`src/rtl/pdm_pkg.sv`:
```
// Constants shared by the divider and modulator configuration registers.
// Functional notes
// Reference divider is 14 bits, 1 to 16383.
// Host also enables reference buffer elsewhere.
// Integer word 19 bits, mode-dependent legal range.
// Fractional word adds value over 2^24.
// Indirect word: id, address, nine data bits.
// Indirect writes forwarded by a state machine.
// Indirect readback shows last forwarded word only.
// Seed select picks zero, one, two constants.
// Seed staged, loaded on frequency change if autoload.
// Skip bit ignores modulator output for integer.
// Skipped modulator still clocked while out of reset.
// Core enable bit switches fractional core.
// Core enable picks which write starts calibration.
// Write to selected word is frequency change.
// 32-bit frame committed on serial enable rise.
package pdm_pkg;

   // Register addresses carried in the serial frame.
   localparam logic [4:0]  ADDR_REF_DIV   = 5'h02;
   localparam logic [4:0]  ADDR_INT_WORD  = 5'h03;
   localparam logic [4:0]  ADDR_FRAC_WORD = 5'h04;
   localparam logic [4:0]  ADDR_VCO_IND   = 5'h05;
   localparam logic [4:0]  ADDR_MOD_CFG   = 5'h06;

   // Values after reset.
   localparam logic [13:0] RST_REF_DIV    = 14'h0001;
   localparam logic [18:0] RST_INT_WORD   = 19'h00019;
   localparam logic [23:0] RST_FRAC_WORD  = 24'h000000;
   localparam logic [15:0] RST_VCO_IND    = 16'h0000;
   localparam logic [23:0] RST_MOD_CFG    = 24'h200b4a;

   // Legal ranges of the integer divide word in the two modes.
   localparam logic [18:0] INT_MIN_FRAC   = 19'h00014;
   localparam logic [18:0] INT_MAX_FRAC   = 19'h7fffc;
   localparam logic [18:0] INT_MIN_INT    = 19'h00010;

   // Field positions inside the modulator configuration register.
   localparam int          FB_SEED_LO     = 0;
   localparam int          FB_SKIP        = 7;
   localparam int          FB_AUTOLOAD    = 8;
   localparam int          FB_CORE_EN     = 11;

   // Fixed modulator start words.
   localparam logic [23:0] SEED_ZERO      = 24'h000000;
   localparam logic [23:0] SEED_LSB       = 24'h000001;
   localparam logic [23:0] SEED_CONST_A   = 24'hb29d08;
   localparam logic [23:0] SEED_CONST_B   = 24'h50f1cd;

   // Serial frame layout.
   localparam logic [5:0]  FRAME_BITS     = 6'h20;
   localparam logic [2:0]  CHIP_ADDR      = 3'h0;
   localparam int          FRM_DATA_LO    = 8;
   localparam int          FRM_ADDR_LO    = 3;

   // Indirect word layout and forwarding link timing.
   localparam int          VI_ID_LO       = 0;
   localparam int          VI_ADDR_LO     = 3;
   localparam int          VI_DATA_LO     = 7;
   localparam logic [4:0]  VI_BITS        = 5'h10;
   localparam logic [3:0]  VI_HALF_CYCLES = 4'h2;

endpackage : pdm_pkg

```
`src/rtl/pdm_vco_fwd.sv`:
```
// Serial forwarder that carries one indirect word to the VCO subsystem.
`timescale 1ns/10ps
module pdm_vco_fwd
   import pdm_pkg::*;
(
   // Clock, reset and enable.
   input  wire logic        clk,
   input  wire logic        rst_n,
   input  wire logic        ce,
   // Request.
   input  wire logic        start,
   input  wire logic [15:0] word,
   output logic             busy,
   // Subsystem link.
   output logic             vco_clk,
   output logic             vco_data,
   output logic             vco_load
);

   typedef enum logic [1:0] {FW_IDLE, FW_SHIFT, FW_LOAD} pdm_fw_state_t;

   pdm_fw_state_t state, next_state;
   logic [15:0]   sr, next_sr;
   logic [4:0]    bits, next_bits;
   logic [3:0]    div, next_div;
   logic          next_vco_clk;
   logic          next_vco_data;
   logic          next_vco_load;

   // Shifts the word out MSB first, data then address then id, then pulses load.
   always_comb begin
      next_state    = state;
      next_sr       = sr;
      next_bits     = bits;
      next_div      = div;
      next_vco_clk  = vco_clk;
      next_vco_data = vco_data;
      next_vco_load = 1'b0;
      case (state)
         FW_IDLE: begin
            if (start) begin
               next_sr       = {word[14:0], 1'b0};
               next_vco_data = word[15];
               next_bits     = VI_BITS;
               next_div      = VI_HALF_CYCLES;
               next_state    = FW_SHIFT;
            end
         end
         FW_SHIFT: begin
            if (div > 4'h1) begin
               next_div = div - 4'h1;
            end else begin
               next_div     = VI_HALF_CYCLES;
               next_vco_clk = ~vco_clk;
               if (vco_clk) begin
                  // Falling edge moves to the next bit.
                  next_bits     = bits - 5'h01;
                  next_vco_data = sr[15];
                  next_sr       = {sr[14:0], 1'b0};
                  if (bits == 5'h01) begin
                     next_state = FW_LOAD;
                  end
               end
            end
         end
         FW_LOAD: begin
            next_vco_load = 1'b1;
            next_vco_data = 1'b0;
            next_state    = FW_IDLE;
         end
         default: begin
            next_state = FW_IDLE;
         end
      endcase
   end

   // Registers the forwarder state.
   always_ff @(posedge clk) begin
      if (!rst_n) begin
         state    <= FW_IDLE;
         sr       <= 16'h0000;
         bits     <= 5'h00;
         div      <= 4'h0;
         vco_clk  <= 1'b0;
         vco_data <= 1'b0;
         vco_load <= 1'b0;
         busy     <= 1'b0;
      end else if (ce) begin
         state    <= next_state;
         sr       <= next_sr;
         bits     <= next_bits;
         div      <= next_div;
         vco_clk  <= next_vco_clk;
         vco_data <= next_vco_data;
         vco_load <= next_vco_load;
         busy     <= (next_state != FW_IDLE);
      end
   end

endmodule // pdm_vco_fwd

```
`src/rtl/pdm_regs.sv`:
```
// Divider and delta-sigma modulator configuration registers behind the serial port.
`timescale 1ns/10ps
module pdm_regs
   import pdm_pkg::*;
(
   // Clock, reset and enable.
   input  wire logic        SYS_CLK,
   input  wire logic        NRST,
   input  wire logic        CE,
   // Serial port pins.
   input  wire logic        SERIAL_CLK,
   input  wire logic        SERIAL_DATA_IN,
   input  wire logic        SERIAL_ENABLE,
   // Readback selection from the read address logic, and its data.
   input  wire logic [4:0]  READ_SEL,
   output logic      [23:0] RD_DATA,
   // Divider settings.
   output logic      [13:0] REF_DIV,
   output logic      [18:0] INT_WORD,
   output logic      [23:0] FRAC_WORD,
   output logic             DIV_RANGE_ERR,
   // Modulator controls.
   output logic      [23:0] MOD_SEED,
   output logic             MOD_SEED_LOAD,
   output logic             MOD_SKIP,
   output logic             MOD_RST_N,
   output logic             MOD_CLK_EN,
   output logic             CAL_START,
   // VCO subsystem link.
   output logic             VCO_CLK,
   output logic             VCO_DATA,
   output logic             VCO_LOAD
);

   // Pin synchronisers and edge history.
   logic       sclk_s1, sclk_s2, sclk_d;
   logic       sdi_s1, sdi_s2;
   logic       sen_s1, sen_s2, sen_d;
   logic       sclk_rise, sen_rise;

   // Frame capture.
   logic [31:0] sr, next_sr;
   logic [5:0]  cnt, next_cnt;
   logic        commit;
   logic [23:0] wdata;
   logic [4:0]  waddr;

   // Register contents.
   logic [13:0] ref_div, next_ref_div;
   logic [18:0] int_word, next_int_word;
   logic [23:0] frac_word, next_frac_word;
   logic [15:0] vco_word, next_vco_word;
   logic [15:0] pend_word, next_pend_word;
   logic        pend, next_pend;
   logic        fwd_start, next_fwd_start;
   logic        fwd_busy;
   logic [23:0] mod_cfg, next_mod_cfg;
   logic [23:0] next_seed;
   logic        freq_evt;
   logic [23:0] seed_pick;
   logic [23:0] next_rd;
   logic        next_range_err;

   // Two flip-flops on every pin, a third on clock and enable for edge detection.
   always_ff @(posedge SYS_CLK) begin
      if (!NRST) begin
         sclk_s1 <= 1'b0;
         sclk_s2 <= 1'b0;
         sclk_d  <= 1'b0;
         sdi_s1  <= 1'b0;
         sdi_s2  <= 1'b0;
         sen_s1  <= 1'b1;
         sen_s2  <= 1'b1;
         sen_d   <= 1'b1;
      end else if (CE) begin
         sclk_s1 <= SERIAL_CLK;
         sclk_s2 <= sclk_s1;
         sclk_d  <= sclk_s2;
         sdi_s1  <= SERIAL_DATA_IN;
         sdi_s2  <= sdi_s1;
         sen_s1  <= SERIAL_ENABLE;
         sen_s2  <= sen_s1;
         sen_d   <= sen_s2;
      end
   end

   assign sclk_rise = sclk_s2 & ~sclk_d;
   assign sen_rise  = sen_s2 & ~sen_d;

   // Shifts bits while the enable is low; the frame is taken on its rise.
   always_comb begin
      next_sr  = sr;
      next_cnt = cnt;
      if (sen_rise) begin
         next_cnt = 6'h00;
      end else if (!sen_s2 && sclk_rise) begin
         next_sr = {sr[30:0], sdi_s2};
         if (cnt != 6'h3f) begin
            next_cnt = cnt + 6'h01;
         end
      end
   end

   always_ff @(posedge SYS_CLK) begin
      if (!NRST) begin
         sr  <= 32'h00000000;
         cnt <= 6'h00;
      end else if (CE) begin
         sr  <= next_sr;
         cnt <= next_cnt;
      end
   end

   // Exactly 32 bits and a matching chip address make a write.
   assign commit = sen_rise && (cnt == FRAME_BITS) && (sr[2:0] == CHIP_ADDR);
   assign wdata  = sr[31:FRM_DATA_LO];
   assign waddr  = sr[FRM_DATA_LO-1:FRM_ADDR_LO];

   // The write to the word chosen by core enable is the frequency change.
   assign freq_evt = commit && (mod_cfg[FB_CORE_EN] ? (waddr == ADDR_FRAC_WORD)
                                                    : (waddr == ADDR_INT_WORD));

   // Start word picked by the staged seed select code.
   always_comb begin
      case (mod_cfg[FB_SEED_LO+1:FB_SEED_LO])
         2'h0:    seed_pick = SEED_ZERO;
         2'h1:    seed_pick = SEED_LSB;
         2'h2:    seed_pick = SEED_CONST_A;
         default: seed_pick = SEED_CONST_B;
      endcase
   end

   // Register writes, indirect forwarding requests and seed loading.
   always_comb begin
      next_ref_div   = ref_div;
      next_int_word  = int_word;
      next_frac_word = frac_word;
      next_mod_cfg   = mod_cfg;
      next_vco_word  = vco_word;
      next_pend_word = pend_word;
      next_pend      = pend;
      next_fwd_start = 1'b0;
      next_seed      = MOD_SEED;
      // A waiting word is handed over once the forwarder is free.
      if (pend && !fwd_busy && !fwd_start) begin
         next_fwd_start = 1'b1;
         next_pend      = 1'b0;
         next_vco_word  = pend_word;
      end
      if (commit) begin
         case (waddr)
            ADDR_REF_DIV: begin
               // Zero is not a legal divide value and is taken as one.
               next_ref_div = (wdata[13:0] == 14'h0000) ? RST_REF_DIV : wdata[13:0];
            end
            ADDR_INT_WORD: begin
               next_int_word = wdata[18:0];
            end
            ADDR_FRAC_WORD: begin
               next_frac_word = wdata;
            end
            ADDR_VCO_IND: begin
               // A new write wins over the hand-over in the same cycle.
               next_pend_word = wdata[15:0];
               next_pend      = 1'b1;
            end
            ADDR_MOD_CFG: begin
               next_mod_cfg = wdata;
            end
            default: begin
               next_mod_cfg = mod_cfg;
            end
         endcase
      end
      if (freq_evt && mod_cfg[FB_AUTOLOAD]) begin
         next_seed = seed_pick;
      end
   end

   // Integer word legality depends on the mode in force.
   always_comb begin
      if (next_mod_cfg[FB_SKIP]) begin
         next_range_err = (next_int_word < INT_MIN_INT);
      end else begin
         next_range_err = (next_int_word < INT_MIN_FRAC) || (next_int_word > INT_MAX_FRAC);
      end
   end

   // Readback multiplexer; unmapped addresses read as zero.
   always_comb begin
      case (READ_SEL)
         ADDR_REF_DIV:   next_rd = {10'h000, ref_div};
         ADDR_INT_WORD:  next_rd = {5'h00, int_word};
         ADDR_FRAC_WORD: next_rd = frac_word;
         ADDR_VCO_IND:   next_rd = {8'h00, vco_word};
         ADDR_MOD_CFG:   next_rd = mod_cfg;
         default:        next_rd = 24'h000000;
      endcase
   end

   // Registers the configuration and every top-level output except the VCO link, which the forwarder drives.
   always_ff @(posedge SYS_CLK) begin
      if (!NRST) begin
         ref_div       <= RST_REF_DIV;
         int_word      <= RST_INT_WORD;
         frac_word     <= RST_FRAC_WORD;
         mod_cfg       <= RST_MOD_CFG;
         vco_word      <= RST_VCO_IND;
         pend_word     <= RST_VCO_IND;
         pend          <= 1'b0;
         fwd_start     <= 1'b0;
         RD_DATA       <= 24'h000000;
         REF_DIV       <= RST_REF_DIV;
         INT_WORD      <= RST_INT_WORD;
         FRAC_WORD     <= RST_FRAC_WORD;
         DIV_RANGE_ERR <= 1'b0;
         MOD_SEED      <= SEED_ZERO;
         MOD_SEED_LOAD <= 1'b0;
         MOD_SKIP      <= 1'b0;
         MOD_RST_N     <= 1'b0;
         MOD_CLK_EN    <= 1'b0;
         CAL_START     <= 1'b0;
      end else if (CE) begin
         ref_div       <= next_ref_div;
         int_word      <= next_int_word;
         frac_word     <= next_frac_word;
         mod_cfg       <= next_mod_cfg;
         vco_word      <= next_vco_word;
         pend_word     <= next_pend_word;
         pend          <= next_pend;
         fwd_start     <= next_fwd_start;
         RD_DATA       <= next_rd;
         REF_DIV       <= next_ref_div;
         INT_WORD      <= next_int_word;
         // Fraction counts only while the modulator output is used.
         FRAC_WORD     <= next_mod_cfg[FB_SKIP] ? 24'h000000 : next_frac_word;
         DIV_RANGE_ERR <= next_range_err;
         MOD_SEED      <= next_seed;
         MOD_SEED_LOAD <= freq_evt && mod_cfg[FB_AUTOLOAD];
         MOD_SKIP      <= next_mod_cfg[FB_SKIP];
         MOD_RST_N     <= next_mod_cfg[FB_CORE_EN];
         // Clocking follows the core reset, not the skip bit.
         MOD_CLK_EN    <= next_mod_cfg[FB_CORE_EN];
         CAL_START     <= freq_evt;
      end
   end

   // Forwarder to the VCO subsystem.
   pdm_vco_fwd u_fwd (
      .clk      (SYS_CLK),
      .rst_n    (NRST),
      .ce       (CE),
      .start    (fwd_start),
      .word     (vco_word), // The word sent is the one that reads back.
      .busy     (fwd_busy),
      .vco_clk  (VCO_CLK),
      .vco_data (VCO_DATA),
      .vco_load (VCO_LOAD)
   );
endmodule // pdm_regs

```
`config.mk`:
```
export PLATFORM = sky130hd
export DESIGN_NAME = pdm_regs
export DESIGN_NICKNAME = d
export VERILOG_FILES = /design/src/rtl/pdm_pkg.sv /design/src/rtl/pdm_vco_fwd.sv /design/src/rtl/pdm_regs.sv
export SDC_FILE = /design/constraint.sdc
export NUM_CORES = 1
export LEC_CHECK = 0
export ABC_AREA = 1
export ABC_CLOCK_PERIOD_IN_PS = 1900
export BUFFER_PORTS_ARGS = -buffer_cell sky130_fd_sc_hd__buf_2
export CAP_MARGIN = 20
export CORE_UTILIZATION = 53
export DETAILED_ROUTE_END_ITERATION = 12
export PLACE_DENSITY = 0.82
export REMOVE_ABC_BUFFERS = 1
export SLEW_MARGIN = 10
export SYNTH_ARGS = -nofsm -noshare
export SYNTH_HDL_FRONTEND = slang
export SYNTH_SLANG_ARGS = --single-unit
export TNS_END_PERCENT = 50
```
`constraint.sdc`:
```
create_clock -name SYS_CLK -period 1.9 [get_ports SYS_CLK]
set_input_delay 0 -clock SYS_CLK [delete_from_list [all_inputs] [get_ports SYS_CLK]]
set_output_delay 0 -clock SYS_CLK [all_outputs]
set_load 0.1 [all_outputs]
```
Yosys cells after proc, flatten, opt, wreduce, memory -nomap -nowiden
Index checks and enable logic that the tools add are counted.
- bits in registers: 269
- word-level logic and storage cells: 140
- order comparisons: 4
- equality and inequality tests: 20
- reduce and logical (&&, ||, !) cells: 31
- bitwise logic cells: 7
- add/subtract/negate cells: 3
- mux-type cells: 40
- operator list (cell ; number):
    $pmux W24 S5 ; 1
    $mux W24 ; 3
    $pmux W24 S3 ; 1
    $mux W16 ; 3
    $lt A19 B5 Y1 const B ; 2
    $mux W19 ; 2
    $pmux W16 S2 ; 1
    $eq A5 B3 Y1 const B ; 6
    $mux W12 ; 2
    $reduce_and A3 Y1 ; 7
    $eq A5 B2 Y1 const B ; 4
    $gt A19 B19 Y1 const B ; 1
    $mux W6 ; 3
    $mux W5 ; 3
    $logic_not A14 Y1 ; 1
    $mux W14 ; 1
    $mux W1 ; 10
    $pmux W5 S2 ; 1
    $reduce_and A5 Y1 ; 2
    $mux W2 ; 4
    $mux W4 ; 2
    $pmux W4 S2 ; 1
    $reduce_bool A2 Y1 ; 4
    $logic_and A1 B1 Y1 ; 7
    other kinds (21) ; 33

Longest topological paths before layout
Gate-level depths: netlist of the first run.
- depth in word-level cells: 8
- depth in mapped cells: 15
- gate-level depth less buffers: 14

Cells and area by module
From an unflattened synthesis of the first run, not the netlist that was laid out.
- cell total of the unflattened synthesis: 1518
- area total of the unflattened synthesis: 10904.2 sq um
- modules (own cells, without submodules) (module ; instances ; cells each ; area each (sq um)):
    pdm_regs ; 1 ; 1276 ; 9326.4
    pdm_vco_fwd ; 1 ; 242 ; 1577.8

Least setup slack after synthesis of the first run
No wires, ideal clock.
- path type: register to register
- from: reg u_fwd.vco_clk
- to: reg u_fwd.sr[10]
- cell stages (with the launch flop): 8
- arrival: 1771 ps
- library setup time: 125 ps
- path slack: 3 ps
- data required time: 1775 ps
- cell sequence: dfxtp_1 > nand2_1 > nand2_1 > nand2_2 > inv_1 > buf_4 > buf_2 > a31oi_1
- word-level cells in the longest chain between the ends: 2
- ends and longest elaborated chain (what ; line ; text):
    start: declaration ; pdm_vco_fwd.sv:15 ; output logic vco_clk,
    start signal: assignment ; pdm_vco_fwd.sv:93 ; vco_clk <= next_vco_clk;
    $ne A2 B1 Y1 (no source line) ; n/a ;
    $reduce_and A5 Y1 (no source line) ; n/a ;
    end signal: assignment ; pdm_vco_fwd.sv:90 ; sr <= next_sr;
    end: declaration ; pdm_vco_fwd.sv:23 ; logic [15:0] sr, next_sr;
Every way passes these cells.
A chain may end at the register's enable or synchronous reset.

Worst setup path in the final report of the first run
- from: reg cnt[0]
- to: reg DIV_RANGE_ERR
- word-level cells in the longest chain between the ends: 7
- ends and longest elaborated chain (what ; line ; text):
    start: declaration ; pdm_regs.sv:43 ; logic [5:0] cnt, next_cnt;
    start signal: assignment ; pdm_regs.sv:110 ; cnt <= next_cnt;
    $eq A6 B6 Y1 (*) ; pdm_regs.sv:115 ; assign commit = sen_rise && (cnt == FRAME_BITS) && (sr[2:0] == CHIP_ADDR);
    $logic_and A1 B1 Y1 (*) (2 in a row) ; pdm_regs.sv:115 ;
    $mux W19 ; pdm_regs.sv:150 ; if (commit) begin
    $lt A19 B5 Y1 or $gt A19 B19 Y1 (tied branches) ; pdm_regs.sv:185 ; next_range_err = (next_int_word < INT_MIN_FRAC) || (next_int_word > INT_MAX_FRAC);
    $logic_or A1 B1 Y1 ; pdm_regs.sv:185 ;
    $mux W1 (*) ; pdm_regs.sv:182 ; if (next_mod_cfg[FB_SKIP]) begin
    end signal: assignment ; pdm_regs.sv:237 ; DIV_RANGE_ERR <= next_range_err;
    end: declaration ; pdm_regs.sv:21 ; output logic DIV_RANGE_ERR,
Mark *: on every way between the ends. The rest lies on a longest branch, timed or not.

==> qor.yml, run 1 <==
io_buffers: 117
cp.required_ns: 2.35
rsz0062_at_grt: "yes"
clockBufferDepth: 3
layout_setup_ws_ns: -0.0417
synth_edf_count: 0
ys.flop_type: "dfxtp_1"
synth-compound-area-share: 0.235
timing.rr.end: "DIV_RANGE_ERR"
synth-simple-area-share: 0.182
fillers: 1647
max_cap_violations: 0
track_usage: 0.280
layout_commonest_cell: "nand2_1"
cts.sinks: 247
start_util: 0.548
outcome: "finished with violations"
io_pins: 125
nNetsFinal: 1606
areaGrowthSynthToFinish_pct: 19.7
final_cell_mix: "nand2_1 (288), dfxtp_1 (244), a21oi_1 (179)"
synth_area_sq_um: 10800
r2r_slack_ns: -0.04
crit_start: "cnt[0]"
vias: 10492
worstSetupStartpointType: "register"
grt_pass1_wl_um: 48500
p_total_mw: 11.5
setup_viol_count_final: 1
die_area_sq_um: 21000
root_buffer: "clkbuf_16"
period_minus_slack_ns: 1.94
vdd_drop_max_mv: 0.651
ys_ff_latch: 247
antenna_left: 0
arrival_ns: 2.39
fp.dieH_um: 145
antenna_found_initial: 0
synth_cell_types: 44
hp-class: "primary input to register"
synthAdderAreaFrac: 0.0115
clk_latency_ns: 0.52
syn_area_per_cell_sq_um: 7.33
reg2reg_from: "cnt[0]"
violations: "negative setup slack"
slew_viol_final: 0
final_hold_viol_count: 0
die_x_um: 145
synth-xor-area-share: 0.00161
cts_tree: "yes"
cp_max_fo: 5
drcViolationCount: 0
tns_ns: -0.0417
overflow: 0
coreArea_sq_um: 19800
whs_path_depth: 4
grt_max_degree: 92
power_density_nw_per_um2: 885
cts_buffers: 26
clk_pin_slew_ns: 0.06
skew_ns: 0.00693
async_reset_ff_frac: 0
totalWireLength_um: 30700
synth_top_family_by_area: "compound AO/OA/AOI/OAI gates"
wl_per_cell_um: 16.4
layout-drive-gt1-share: 0.176
dr.pass1.iters: 5
viasPerCell: 5.61
grt_pass1_vias: 9709
worst_pin_slew_ns: 0.568
endpoint_kind: "register"
synthCells: 1479
yosysSeqAreaShare: 0.456
drt_iter0_markers: 870
min_from: "CE"
slew_headroom: 0.619
r2r_cells: 13
leakage_nw: 5.63
ys_warn_count: 0
period_share: 1.02
fp-row-count: 51
gp_congestion: 0.944
fmax_mhz: 515
whs_endpoint: "sen_d"
synthMuxAreaShare: 0
critPathKind: "register to register"
dp_hpwl_um: 19500
htreeDepth: 1
-- metal layers --
metal,routed length [um],global-route usage
met4,1340,0.124
met2,14200,0.456
met5,0,0
met1,12700,0.367
met3,2450,0.0418
-- cell families after synthesis --
logic type               count (synthesis)
AO/OA/AOI/OAI                          458
XOR/XNOR                                 2
adder cells (fa/ha/maj)                 10
buffers and inverters                  295
flip-flops                             247
other                                    1
AND/OR/NAND/NOR                        466
-- final cells by class --
type	instances	area, sq um	area share
diodes	1	2.50	0.000193
flip-flops and latches	247	4950	0.381
repair buffers	184	1280	0.0989
multi-input cells	945	4840	0.373
inverters	181	688	0.0530
well taps	265	332	0.0255
clock buffers	43	816	0.0628
clock inverters	4	72.6	0.00559
-- how the worst max path moves through the flow --
stage	end	slack, ns	cells past startpoint
after global routing	DIV_RANGE_ERR	-0.14	13
after CTS	MOD_SEED[22]	0.004	10
after detailed placement	ref_div[1]	-0.07	9
after global placement	ref_div[10]	0.004	9
after floorplan	MOD_SEED[22]	-2.74	2
final	DIV_RANGE_ERR	-0.04	13
-- power breakdown --
part | switching [mW] | total (mW) | internal, mW | leakage (nW)
Clock | 2.01 | 5.19 | 3.18 | 0.432
Combinational | 0.777 | 0.974 | 0.197 | 3.20
Sequential | 0.0726 | 5.32 | 5.25 | 2.00
-- sequential cells by signal, indices dropped and copies added, names as in the netlist, 2 cells and up --
name         count
u_fwd.div        4
FRAC_WORD       24
vco_word        16
MOD_SEED         4
int_word        19
sr              32
frac_word       24
mod_cfg         24
ref_div         14
cnt              6
u_fwd.sr        15
u_fwd.bits       5
RD_DATA         24
u_fwd.state      2
pend_word       16
-- critical path, cell delays in order (launching register included) --
cell and delay (ns):
dfxtp_4 0.36, inv_4 0.06, ha_4 0.14, nand2_4 0.05, nor3_4 0.29, nand3_4 0.19
clkbuf_16 0.21, nand2_1 0.09, o21ai_1 0.11, inv_1 0.08, nand3_1 0.06, nand2_1 0.06
nand2_1 0.05, a21oi_1 0.12
-- cells in the mapped netlist (all sizes together), types with 4 or more instances --
library cell,instances,share of area
a211oi,21,0.015
a21oi,179,0.083
a221oi,7,0.0057
a31oi,27,0.016
buf,53,0.031
clkbuf,61,0.021
clkinv,4,0.0014
dfxtp,247,0.46
ha,10,0.012
inv,177,0.061
nand2,300,0.11
nand3,21,0.012
nand4,16,0.0092
nor2,113,0.044
nor3,9,0.0061
o211ai,32,0.022
o21ai,168,0.079
o22ai,18,0.010
-- metrics by stage --
stage          cells  instance area [sq um]   util  worst slack, ns  hold WS [ns]
6_report        1870                  13000  0.656          -0.0417        0.0351
3_3_place_gp    1803                  11700  0.593          0.00384         0.213
5_1_grt         1869                  13000  0.656           -0.143        0.0861
2_1_floorplan   1371                  10300      -            -2.74        0.0762
4_1_cts         1860                  12700  0.643          0.00366        0.0327
3_5_place_dp    1803                  11700  0.593          -0.0686         0.219
-- what timing repair did --
action | in CTS | in global routing
hold endpoints to repair | 11 | 0
setup endpoints to repair | 21 | 73
pin swaps | 2 | 16
gates cloned | 1 | 3
hold buffers | 4 | 0
setup buffers | 5 | 6
gates resized for setup | 4 | 46
No activity file was read; power rests on OpenSTA's default activity.
==> inputs of run 2 (changes only) <==
--- a/config.mk
+++ b/config.mk
@@ -10,11 +10,13 @@
 export BUFFER_PORTS_ARGS = -buffer_cell sky130_fd_sc_hd__buf_2
 export CAP_MARGIN = 20
 export CORE_UTILIZATION = 53
+export CTS_CLUSTER_SIZE = 20
 export DETAILED_ROUTE_END_ITERATION = 12
 export PLACE_DENSITY = 0.82
 export REMOVE_ABC_BUFFERS = 1
 export SLEW_MARGIN = 10
 export SYNTH_ARGS = -nofsm -noshare
 export SYNTH_HDL_FRONTEND = slang
+export SYNTH_HIERARCHICAL = 1
 export SYNTH_SLANG_ARGS = --single-unit
 export TNS_END_PERCENT = 50
==> qor.yml, run 2 <==
p_total_mw: 11.6
root_buffer: "clkbuf_16"
io_pins: 125
instances_no_fill: 1936
synthMostInstantiatedCell: "nand2_1"
die_area_sq_um: 21200
r2r_slack_ns: -0.13
synth_edf_count: 0
whs_path_depth: 4
critPathKind: "register to register"
final-seq-area_sq_um: 4950
antenna_cells: 0
worstSetupStartpointType: "register"
skew_ns: 0.0128
coreArea_sq_um: 20200
antenna_left: 0
io_buffers: 117
ys_warn_count: 6
fin_util: 0.651
areaGrowthSynthToFinish_pct: 20.5
period_minus_slack_ns: 2.03
p_comb_frac: 0.086
cts_tree: "yes"
antenna_found_initial: 0
grt_pass1_vias: 9902
grt_max_degree: 72
arrival_ns: 2.50
layout-drive-gt1-share: 0.187
rsz0062_at_grt: "yes"
worst_pin_slew_ns: 0.761
outcome: "finished with violations"
leakage_nw: 5.66
intPower_mw: 8.61
fillers: 1708
clk_latency_ns: 0.54
syn_area_per_cell_sq_um: 7.18
synth_top_area_cell: "dfxtp_1"
top_register: "sr"
period_share: 1.07
yosysTopAreaCellShare: 0.453
gp_congestion: 0.910
synth_area_sq_um: 10900
cts.sinks: 247
ys_ff_latch: 247
totalWireLength_um: 32400
r2r_cells: 13
ys.flop_type: "dfxtp_1"
drt_iter0_markers: 1066
htreeDepth: 1
yosys-top-cells-count: "nand2_1 (308), dfxtp_1 (247), a21oi_1 (207)"
start_util: 0.541
vdd_drop_max_mv: 0.737
die_x_um: 145
swShare: 0.257
final_cell_mix: "nand2_1 (301), dfxtp_1 (239), a21oi_1 (200)"
clockBufferDepth: 3
setup_viol_count_final: 19
drcViolationCount: 0
layout_commonest_cell: "nand2_1"
slew_headroom: 0.493
cts_buffers: 26
reg2reg_from: "cnt[0]"
switchingPower_mw: 2.98
synth_cell_types: 43
grt_pass1_wl_um: 49800
cp_max_fo: 4
synthCells: 1518
multiInputGateArea_sq_um: 4970
nNetsFinal: 1667
whs_endpoint: "sen_d"
wl_per_cell_um: 16.7
dr.pass1.iters: 5
dp_hpwl_um: 20700
min_from: "CE"
seq_power_share: 0.459
hp-class: "primary input to register"
violations: "negative setup slack"
tns_ns: -1.42
timing.rr.end: "ref_div[7]"
clk_pin_slew_ns: 0.06
max_cap_violations: 0
yosysSeqAreaShare: 0.453
slew_viol_final: 0
ys_top_cells_by_area: "dfxtp_1 (45%), nand2_1 (11%), a21oi_1 (9.5%)"
clock_power_share: 0.454
post-place-cells: 1862
viasPerCell: 5.61
endpoint_kind: "register"
async_reset_ff_frac: 0
fp-row-count: 52
layout_setup_ws_ns: -0.130
fp.dieH_um: 145
final_hold_viol_count: 0
largest_reg_flops: 32
overflow: 0
track_usage: 0.288
fmax_mhz: 493
power_density_nw_per_um2: 882
fin_hold_ws_ns: 0.0962
cp.required_ns: 2.37
vias: 10864
-- run 2: changes by cell type after synthesis, sizes merged, moves of 12 or more --
cell    delta
a21oi     +29
a211oi    -18
o21ai     +22
inv       -22
nand3     +12
a31oi     -12
nor2      +41
o211ai    -19
-- run 2: routing by layer --
| metal | routed length, um | global-route usage | part of all wire |
|---|---|---|---|
| met1 | 13400 | 0.384 | 0.41 |
| met2 | 15000 | 0.474 | 0.46 |
| met3 | 2920 | 0.0379 | 0.090 |
| met4 | 1080 | 0.112 | 0.033 |
| met5 | 0 | 0 | 0 |
-- run 2: worst max-delay path by stage --
stage / from / to / slack (ns) / cells past startpoint
3_3_place_gp: sen_s2 / DIV_RANGE_ERR / 0.04 / 15
5_1_grt: cnt[3] / ref_div[12] / -0.17 / 11
3_5_place_dp: sr[5] / DIV_RANGE_ERR / 0.01 / 13
4_1_cts: cnt[0] / DIV_RANGE_ERR / 0.0006 / 14
6_report: cnt[0] / ref_div[7] / -0.13 / 13
2_1_floorplan: MOD_SEED[22] / MOD_SEED[22] / -2.70 / 2
-- run 2: what timing repair did --
| action | CTS | global route |
|---|---|---|
| gates resized for setup | 1 | 47 |
| hold buffers | 7 | 0 |
| endpoints found under the setup margin | 1 | 66 |
| cloned | 0 | 3 |
| hold endpoints to repair | 27 | 0 |
| buffers inserted | 0 | 17 |
| pin swaps | 0 | 12 |
-- run 2: area by class of cell --
type,count,share of cell area
multi-input combinational,1011,0.378
sequential,247,0.377
timing repair buffer,204,0.106
clock buffer,37,0.0573
inverter,156,0.0451
tap,270,0.0257
clock inverter,11,0.0101
-- run 2: logic make-up (layout without fill, tap and decap cells) --
kind of cell             count (synthesis)  count (layout)  synth area share
adder cells (fa/ha/maj)                 10              10            0.0115
AO/OA/AOI/OAI                          459             459             0.224
XOR/XNOR                                 3               3           0.00241
other                                    1               7          0.000344
AND/OR/NAND/NOR                        532             532             0.204
flip-flops                             247             247             0.453
buffers and inverters                  266             408             0.105
-- run 2: critical path: stages, from the launching register on --
cell	delay [ns]
dfxtp_2	0.32
inv_2	0.07
ha_4	0.13
nand3_2	0.09
inv_2	0.11
nand2_4	0.08
buf_12	0.14
nor2_8	0.10
inv_6	0.06
nor3_4	0.37
buf_6	0.19
buf_4	0.12
o21ai_0	0.08
a21oi_1	0.12
-- run 2: through the flow --
stage	worst slack (ns)	area, sq um
after global routing	-0.167	13100
final	-0.130	13100
after floorplan	-2.70	10400
after detailed placement	0.0104	11800
after CTS	0.000646	12800
after global placement	0.0382	11800
-- run 2: power groups by stage --
stage	registers [mW]	clock network (mW)	logic [mW]
global placement	5.43	0	0.953
floorplan	5.75	0	0.345
finish	5.32	5.26	1.00
global route	5.33	5.51	1.06
CTS	5.32	5.28	0.978
detailed placement	5.43	0	0.961
